`config.mk`:
```
export PLATFORM = sky130hd
export DESIGN_NAME = dpsd_top
export DESIGN_NICKNAME = d
export VERILOG_FILES = /design/src/rtl/dpsd_pkg.sv /design/src/rtl/dpsd_sync_edge.sv /design/src/rtl/dpsd_top.sv
export VERILOG_INCLUDE_DIRS = /design/src /design/src/rtl
export SDC_FILE = /design/constraint.sdc
export NUM_CORES = 1
export LEC_CHECK = 0
export BUFFER_PORTS_ARGS = -buffer_cell sky130_fd_sc_hd__buf_2
export CAP_MARGIN = 10
export CORE_UTILIZATION = 35
export CTS_BUF_LIST = sky130_fd_sc_hd__clkbuf_4
export CTS_CLUSTER_SIZE = 40
export DETAILED_ROUTE_END_ITERATION = 6
export PLACE_DENSITY = 0.63
export RECOVER_POWER = 25
export SLEW_MARGIN = 40
export SYNTH_ARGS = -nofsm -noshare
export SYNTH_HDL_FRONTEND = slang
export SYNTH_SLANG_ARGS = --single-unit
```
`constraint.sdc`:
```
create_clock -name mclk_i -period 1.9 [get_ports mclk_i]
set_input_delay 0.19 -clock mclk_i [delete_from_list [all_inputs] [get_ports mclk_i]]
set_output_delay 0.19 -clock mclk_i [all_outputs]
set_load 0.05 [all_outputs]
```
`src/rtl/dpsd_defines.svh`:
```
// Purpose: Constants of the debug port serial decoder
// Assumes: Included by bare name
// Notes:   Definitions only
`ifndef DPSD_DEFINES_SVH
`define DPSD_DEFINES_SVH

// ----------------------------------------
// Frame layout
// ----------------------------------------
`define DPSD_DATA_W      32
`define DPSD_FIELD_W     7
`define DPSD_HDR_BITS    3
`define DPSD_CNT_W       6
`define DPSD_LEN_LONG    6'h23
`define DPSD_LEN_SHORT   6'h0A

// ----------------------------------------
// Command and reset values
// ----------------------------------------
`define DPSD_CMD_NOP     7'h00
`define DPSD_CMD_NEGATE  7'h1F
`define DPSD_TRAP_RST    7'h00

`endif

```
`src/rtl/dpsd_pkg.sv`:
```
// Purpose: Types of the debug port serial decoder
// Assumes: Nothing
// Notes:   Status codes are sent in the two bits right after the ready bit
package dpsd_pkg;

  typedef enum logic [2:0] {
    DPSD_ST_IDLE  = 3'b001,
    DPSD_ST_READY = 3'b010,
    DPSD_ST_SHIFT = 3'b100
  } dpsd_state_e;

  typedef enum logic [1:0] {
    DPSD_STAT_VALID  = 2'b00,
    DPSD_STAT_SEQERR = 2'b01,
    DPSD_STAT_IRQ    = 2'b10,
    DPSD_STAT_NULL   = 2'b11
  } dpsd_status_e;

endpackage

```
`src/rtl/dpsd_sync_edge.sv`:
```
// Purpose: Two-flop synchronisers for serial clock and data, clock edge finder
// Assumes: mclk_i much faster than the serial clock
// Notes:   Data is taken from the same stage as the clock so both line up
`timescale 1ns/1ps
`default_nettype none
module dpsd_sync_edge
(
  input  wire logic mclk_i,
  input  wire logic nrst_i,
  input  wire logic sck_i,
  input  wire logic sdi_i,
  output logic      rise_o,
  output logic      bit_o
);
  logic [1:0] sck_sync_r;
  logic [1:0] sdi_sync_r;
  logic       sck_last_r;

  always_ff @(posedge mclk_i or negedge nrst_i)
  begin
    if (!nrst_i)
    begin
      sck_sync_r <= 2'h0;
      sdi_sync_r <= 2'h0;
      sck_last_r <= 1'b0;
      rise_o     <= 1'b0;
      bit_o      <= 1'b0;
    end
    else
    begin
      sck_sync_r <= {sck_sync_r[0], sck_i};
      sdi_sync_r <= {sdi_sync_r[0], sdi_i};
      sck_last_r <= sck_sync_r[1];
      rise_o     <= sck_sync_r[1] & ~sck_last_r;
      bit_o      <= sdi_sync_r[1];
    end
  end
endmodule // dpsd_sync_edge
`default_nettype wire

```
`src/rtl/dpsd_top.sv`:
```
// Purpose: Debug mode serial port: decodes incoming frames, frames outgoing status
// Assumes: Serial clock from the tool is slow against mclk_i (4 cycles or more per half period)
// Notes:
// Function
// Frame: start one, mode, control, payload
// Mode zero: instruction or data to CPU
// Swapped instruction/data reports sequence error next
// Trap frame loads seven-bit trap enables
// Command 0011111 negates breakpoint requests
// Command zero is a null operation
// Every transmission starts with ready zero
// Tool waits for output low first
// Tool sends null while reading responses
// Commands: negate, reset, fast download on/off
// Valid data status beats all others
// Port data write yields valid-data status
// One bit per clock, decode after last
`timescale 1ns/1ps
`default_nettype none
`include "dpsd_defines.svh"
module dpsd_top
#(
  parameter int          DATA_W       = `DPSD_DATA_W,
  // Only the negate and null codes are fixed; these three defaults are arbitrary
  parameter logic [6:0]  CMD_RESET    = 7'h01,
  parameter logic [6:0]  CMD_FDL_ON   = 7'h02,
  parameter logic [6:0]  CMD_FDL_OFF  = 7'h03
)
(
  input  wire logic                mclk_i,
  input  wire logic                nrst_i,
  input  wire logic                dsck_i,
  input  wire logic                dsdi_i,
  output logic                     serial_debug_out_o,
  input  wire logic                cpu_wait_i,
  input  wire logic                cpu_expect_data_i,
  input  wire logic                cpu_irq_i,
  input  wire logic                cpu_port_data_holding_reg_wr_i,
  input  wire logic [DATA_W-1:0]   cpu_port_data_holding_reg_data_i,
  output logic [DATA_W-1:0]        cpu_word_o,
  output logic                     cpu_instr_vld_o,
  output logic                     cpu_data_vld_o,
  output logic [6:0]               trap_en_o,
  output logic                     brk_negate_o,
  output logic                     cpu_reset_o,
  output logic                     fast_dl_o
);
  import dpsd_pkg::*;

  // Frame counter is sized for a 32-bit payload; free codes must not shadow the fixed ones
  if ((DATA_W != `DPSD_DATA_W) ||
      (CMD_RESET == `DPSD_CMD_NEGATE) || (CMD_FDL_ON == `DPSD_CMD_NEGATE) || (CMD_FDL_OFF == `DPSD_CMD_NEGATE) ||
      (CMD_RESET == `DPSD_CMD_NOP) || (CMD_FDL_ON == `DPSD_CMD_NOP) || (CMD_FDL_OFF == `DPSD_CMD_NOP))
  begin : g_bad_param
    $error("dpsd_top: unsupported parameter value");
  end

  // ----------------------------------------
  // Signals
  // ----------------------------------------
  dpsd_state_e                 state_r;
  logic                        rise;
  logic                        sbit;
  logic [`DPSD_CNT_W-1:0]      cnt_r;
  logic                        mode_r;
  logic                        ctrl_r;
  logic [DATA_W-1:0]           in_sr_r;
  logic [DATA_W+1:0]           out_sr_r;
  logic [DATA_W-1:0]           port_data_holding_reg_r;
  logic                        vld_pend_r;
  logic                        seq_pend_r;
  logic                        irq_pend_r;
  logic                        start_take;
  logic                        last_bit;
  logic                        decode_now;
  logic [6:0]                  field;
  dpsd_status_e                stat;

  dpsd_sync_edge u_sync
  (
    .mclk_i (mclk_i),
    .nrst_i (nrst_i),
    .sck_i  (dsck_i),
    .sdi_i  (dsdi_i),
    .rise_o (rise),
    .bit_o  (sbit)
  );

  // ----------------------------------------
  // Frame sequencing
  // ----------------------------------------
  assign start_take = (state_r == DPSD_ST_READY) && rise && sbit;
  // Count holds bits received so far, start bit included
  assign last_bit   = (cnt_r >= 6'(`DPSD_HDR_BITS)) &&
                      (cnt_r + 6'h01 == (mode_r ? `DPSD_LEN_SHORT : `DPSD_LEN_LONG));
  assign decode_now = (state_r == DPSD_ST_SHIFT) && rise && last_bit;
  // Payload bits 0:6 are the first seven shifted after the header
  assign field      = mode_r ? {in_sr_r[5:0], sbit} : in_sr_r[DATA_W-1 -: 7];

  always_ff @(posedge mclk_i or negedge nrst_i)
  begin
    if (!nrst_i)
      state_r <= DPSD_ST_IDLE;
    else
    begin
      unique case (state_r)
        DPSD_ST_IDLE:
          if (cpu_wait_i)
            state_r <= DPSD_ST_READY;
        DPSD_ST_READY:
          if (start_take)
            state_r <= DPSD_ST_SHIFT;
        DPSD_ST_SHIFT:
          if (decode_now)
            state_r <= DPSD_ST_IDLE;
        default:
          state_r <= DPSD_ST_IDLE;
      endcase
    end
  end

  always_ff @(posedge mclk_i or negedge nrst_i)
  begin
    if (!nrst_i)
    begin
      cnt_r   <= '0;
      mode_r  <= 1'b0;
      ctrl_r  <= 1'b0;
      in_sr_r <= '0;
    end
    else if (start_take)
    begin
      cnt_r   <= 6'h01;
      mode_r  <= 1'b0;
      ctrl_r  <= 1'b0;
    end
    else if ((state_r == DPSD_ST_SHIFT) && rise)
    begin
      cnt_r <= cnt_r + 6'h01;
      if (cnt_r == 6'h01)
        mode_r <= sbit;
      else if (cnt_r == 6'h02)
        ctrl_r <= sbit;
      else
        in_sr_r <= {in_sr_r[DATA_W-2:0], sbit};
    end
  end

  // ----------------------------------------
  // Outgoing status and data
  // ----------------------------------------
  always_comb
  begin
    if (vld_pend_r)
      stat = DPSD_STAT_VALID;
    else if (seq_pend_r)
      stat = DPSD_STAT_SEQERR;
    else if (irq_pend_r)
      stat = DPSD_STAT_IRQ;
    else
      stat = DPSD_STAT_NULL;
  end

  always_ff @(posedge mclk_i or negedge nrst_i)
  begin
    if (!nrst_i)
    begin
      out_sr_r           <= '1;
      serial_debug_out_o <= 1'b1;
    end
    else if (start_take)
    begin
      out_sr_r           <= {stat, (vld_pend_r ? port_data_holding_reg_r : {DATA_W{1'b0}})};
      serial_debug_out_o <= stat[1];
    end
    else if ((state_r == DPSD_ST_SHIFT) && rise)
    begin
      out_sr_r           <= {out_sr_r[DATA_W:0], 1'b1};
      serial_debug_out_o <= decode_now ? 1'b1 : out_sr_r[DATA_W];
    end
    else if (state_r == DPSD_ST_READY)
      serial_debug_out_o <= 1'b0;
    else if (state_r == DPSD_ST_IDLE)
      serial_debug_out_o <= 1'b1;
  end

  // Pending flags: a new event in the taking cycle survives the clear
  always_ff @(posedge mclk_i or negedge nrst_i)
  begin
    if (!nrst_i)
    begin
      port_data_holding_reg_r <= '0;
      vld_pend_r              <= 1'b0;
      irq_pend_r              <= 1'b0;
    end
    else
    begin
      if (cpu_port_data_holding_reg_wr_i)
      begin
        port_data_holding_reg_r <= cpu_port_data_holding_reg_data_i;
        vld_pend_r              <= 1'b1;
      end
      else if (start_take)
        vld_pend_r <= 1'b0;
      if (cpu_irq_i)
        irq_pend_r <= 1'b1;
      else if (start_take && !vld_pend_r)
        irq_pend_r <= 1'b0;
    end
  end

  always_ff @(posedge mclk_i or negedge nrst_i)
  begin
    if (!nrst_i)
      seq_pend_r <= 1'b0;
    else if (decode_now && !mode_r && (ctrl_r != cpu_expect_data_i))
      seq_pend_r <= 1'b1;
    else if (start_take && !vld_pend_r)
      seq_pend_r <= 1'b0;
  end

  // ----------------------------------------
  // Decode of the received frame
  // ----------------------------------------
  always_ff @(posedge mclk_i or negedge nrst_i)
  begin
    if (!nrst_i)
    begin
      cpu_word_o      <= '0;
      cpu_instr_vld_o <= 1'b0;
      cpu_data_vld_o  <= 1'b0;
    end
    else
    begin
      cpu_instr_vld_o <= 1'b0;
      cpu_data_vld_o  <= 1'b0;
      if (decode_now && !mode_r && (ctrl_r == cpu_expect_data_i))
      begin
        cpu_word_o      <= {in_sr_r[DATA_W-2:0], sbit};
        cpu_instr_vld_o <= ~ctrl_r;
        cpu_data_vld_o  <= ctrl_r;
      end
    end
  end

  always_ff @(posedge mclk_i or negedge nrst_i)
  begin
    if (!nrst_i)
    begin
      trap_en_o    <= `DPSD_TRAP_RST;
      brk_negate_o <= 1'b0;
      cpu_reset_o  <= 1'b0;
      fast_dl_o    <= 1'b0;
    end
    else
    begin
      brk_negate_o <= 1'b0;
      cpu_reset_o  <= 1'b0;
      if (decode_now && mode_r && !ctrl_r)
        trap_en_o <= field;
      if (decode_now && mode_r && ctrl_r)
      begin
        // Codes not listed, null included, change nothing
        if (field == `DPSD_CMD_NEGATE)
          brk_negate_o <= 1'b1;
        else if (field == CMD_RESET)
          cpu_reset_o <= 1'b1;
        else if (field == CMD_FDL_ON)
          fast_dl_o <= 1'b1;
        else if (field == CMD_FDL_OFF)
          fast_dl_o <= 1'b0;
        else if (field == `DPSD_CMD_NOP)
          fast_dl_o <= fast_dl_o;
      end
    end
  end

endmodule // dpsd_top
`default_nettype wire

```
==> results by group <==
Synth
  – Warnings, synthesis: 0
  – Yosys top cell by area: dfrtp_1
  – Synth top area share: 0.476
  – Register area share after synthesis: 0.613
  – Number of flops mapped to enable cells by yosys: 0
  – Post-synth ARST share: 1.00
  – Synth top area cells: dfrtp_1, dfstp_2, mux2_2
  – Mapped Cells: 468
  – Register bit total from synthesis: 163
  – Post-Syn Area per Cell: 14.4 sq um
  – Syn Nets: 511
  – Synth Flop Type: dfrtp_1
  – Yosys cell types: 45
  – Synthesized area: 0.00672 sq mm

Clock tree
  – CTS Buf Count: 17
  – Worst skew pair latency: 550 ps
  – CTS Buffer Depth: 2
  – CTS tree: built
  – H-tree depth: 4
  – Clock sinks: 163
  – Root buffer selected by CTS: clkbuf_4
  – Clock transition at path regs: 140 ps

Critical path
  – Startpoint Class: flop
  – CP max-delay cell: dfrtp_2
  – CP Capture Type: flop
  – Critical path class: flop to flop
  – Critical Path AT: 2320 ps
  – CP Max Fanout: 12
  – CP peak stage delay: 470 ps
  – Worst-path cell chain: ha_4 -> xor2_2 -> nor2_2 -> and3_4 -> nand3_4 -> buf_12 -> mux2_4
  – Req. time, crit path: 2350 ps

Timing
  – # setup viols final: 0
  – Tmin final: 1870 ps
  – Slew Limit Fails: 0
  – Clk_skew: 17.3 ps
  – Hold Slack: 156 ps
  – RSZ-0062 raised after global routing: yes
  – Max-Slew Margin vs Limit: 0.0996
  – Max frequency: 0.535 GHz
  – Final hold violation count: 0
  – Fin crit share: 0.984
  – Setup TNS: 0 ps
  – Least-Margin Pin Slew: 1350 ps

Routing
  – Total wire length: 13,100 um
  – Drt wl/cell: 15.1 um
  – # DRC: 1
  – WL met3: 513 um
  – Antenna viol nets, final: 0
  – Metal2 WL: 6460 um
  – Met1 WL: 5920 um
  – Uppermost routed layer: met4
  – DRT Pass-1 Iters: 7
  – Drt first-iter violations: 257
  – Vias/cell: 4.93
  – Vias: 4,251

Pwr
  – Sw Share: 0.266
  – Sequential Power Share: 0.587
  – LEAKAGE: 4.28 nW
  – Clock share of power: 0.265
  – Net switching power: 0.00204 W
  – Cell Pwr Density: 907 mW/mm^2
  – Maximum vdd drop: 0.000627 V
  – Internal power: 0.00562 W
  – Combinational share of power: 0.148

Floorplanning
  – Row cnt: 50
  – Die H: 141 um
  – Die width: 141 um
  – Die ar.: 0.0198 sq mm
  – Core area: 0.0188 sq mm
  – Starting density of the core: 0.358
  – Top Ports: 85

Finish
  – Nets: 659
  – P&R area growth vs syn: 25.5%
  – Commonest non-fill, non-tap cell in the layout: dfrtp_1
  – Diodes inserted: 0
  – Share of cells above drive strength 1: 0.504
  – Most frequent cells in the layout: dfrtp_1, buf_2, mux2_2, dlygate4sd3_1
  – Fillers: 1,688

GRT
  – Initial antenna violation count: 0
  – Largest net degree at the start of global routing: 51
  – Total GRT Usage: 0.139
  – Gr ovfl total: 0
  – First-pass GRT wire length: 21,600 um
  – Vias in the first global route: 4,366

Hold path
  – Hold WC Path Type: primary input to flop

Placed design
  – Port bufs: 84
  – DP Wirelength: 9000 um
  – Final GP Congestion: 0.818

Outcome
  – Failing checks: DRC
  – Status: finished with violations

Job
  – Max Cap Viol: 0
==> per-layer routing <==
layer  vias to the layer above  track usage
met5                         -            0
met4                         0       0.0532
met3                        16       0.0336
met2                       111        0.231
met1                      2131        0.176
li1                       1993            -
==> path summary, 6_finish.rpt <==
path / from / endpoint / slack, ps / depth (start not counted)
max: cnt_r[1] / cpu_word_o[12] / 30 / 7
min: cpu_port_data_holding_reg_wr_i / port_data_holding_reg_r[18] / 160 / 2
max in group asynchronous: nrst_i / out_sr_r[6] / 450 / 3
max reg2reg: cnt_r[1] / cpu_word_o[12] / 30 / 7
min reg2reg: u_sync.sck_sync_r[0] / u_sync.sck_sync_r[1] / 360 / 0
min in group asynchronous: nrst_i / cpu_word_o[31] / 450 / 2
==> area by class of cell <==
cell class | count | area (sq um) | share of cell area
inverters | 35 | 131 | 0.0156
multi-input cells | 241 | 2390 | 0.283
flip-flops and latches | 163 | 4130 | 0.489
well taps | 234 | 293 | 0.0347
clock inverters | 15 | 154 | 0.0182
repair buffers | 158 | 1220 | 0.144
clock buffers | 17 | 128 | 0.0151
==> power groups by stage <==
stage | combinational (W) | sequential, W | clock (W)
floorplan | 0.000726 | 0.00449 | 0
global placement | 0.00100 | 0.00453 | 0
detailed placement | 0.00107 | 0.00455 | 0
CTS | 0.00113 | 0.00449 | 0.00212
global route | 0.00127 | 0.00456 | 0.00226
finish | 0.00113 | 0.00450 | 0.00203
==> cell families (layout without fill, tap and decap cells) <==
| group | after synthesis | in the layout | synth area share |
|---|---|---|---|
| adders and majority gates | 3 | 3 | 0.00558 |
| muxes | 113 | 113 | 0.205 |
| xor gates and xnor gates | 3 | 3 | 0.00391 |
| buffers and inverters | 64 | 225 | 0.0445 |
| DFF | 163 | 163 | 0.613 |
| AOI/OAI and AO/OA | 60 | 60 | 0.0733 |
| and+or+nand+nor | 62 | 62 | 0.0541 |
==> sequential cells by signal (all words and copies together) (netlist names), 2 cells and up <==
register / flops
cnt_r: 6
cpu_word_o: 32
in_sr_r: 32
out_sr_r: 33
port_data_holding_reg_r: 32
state_r: 3
trap_en_o: 7
u_sync.sck_sync_r: 2
u_sync.sdi_sync_r: 2
==> synth_stat cells, types with 2 or more instances <==
cell type,count
ha_1,3
buf_4,2
nand2_1,14
xor2_1,2
a21o_1,2
inv_1,35
dfstp_2,35
a222oi_1,31
nor2_1,13
nor3_1,6
buf_2,11
a31oi_1,3
clkbuf_1,11
a21oi_1,5
mux2i_1,3
dfrtp_1,128
nand2b_1,4
and3_1,4
o21ai_0,11
nand4_1,4
mux2_2,80
nand3_1,4
buf_6,5
nand3b_1,2
mux2_4,30
==> critical path, delay by kind of cell, from the launching register on <==
kind | cells | cell delay [ps]
AND/OR/NAND/NOR | 3 | 460
multiplexers | 1 | 300
XOR/XNOR | 1 | 150
adder cells (fa/ha/maj) | 1 | 190
flip-flops | 1 | 470
buffers and inverters | 1 | 200
==> repair_timing <==
action	4_1_cts	5_1_grt
setup endpoints to repair	39	70
gates cloned	0	1
hold buffers	38	0
endpoints found under the hold margin	163	0
gates resized for setup	1	15
setup buffers	1	2
==> metrics by stage <==
stage	cell area [sq um]	total power (W)	cells	setup WS, ps	util
4_1_cts	8340	0.00774	860	-27.7	0.444
3_5_place_dp	7660	0.00562	789	-38.8	0.408
3_3_place_gp	7660	0.00554	789	43.7	0.408
6_report	8440	0.00766	863	31.0	0.450
5_1_grt	8440	0.00810	863	-35.5	0.450
2_1_floorplan	6760	0.00522	468	10.8	-
(Power assumes the default switching activity.)
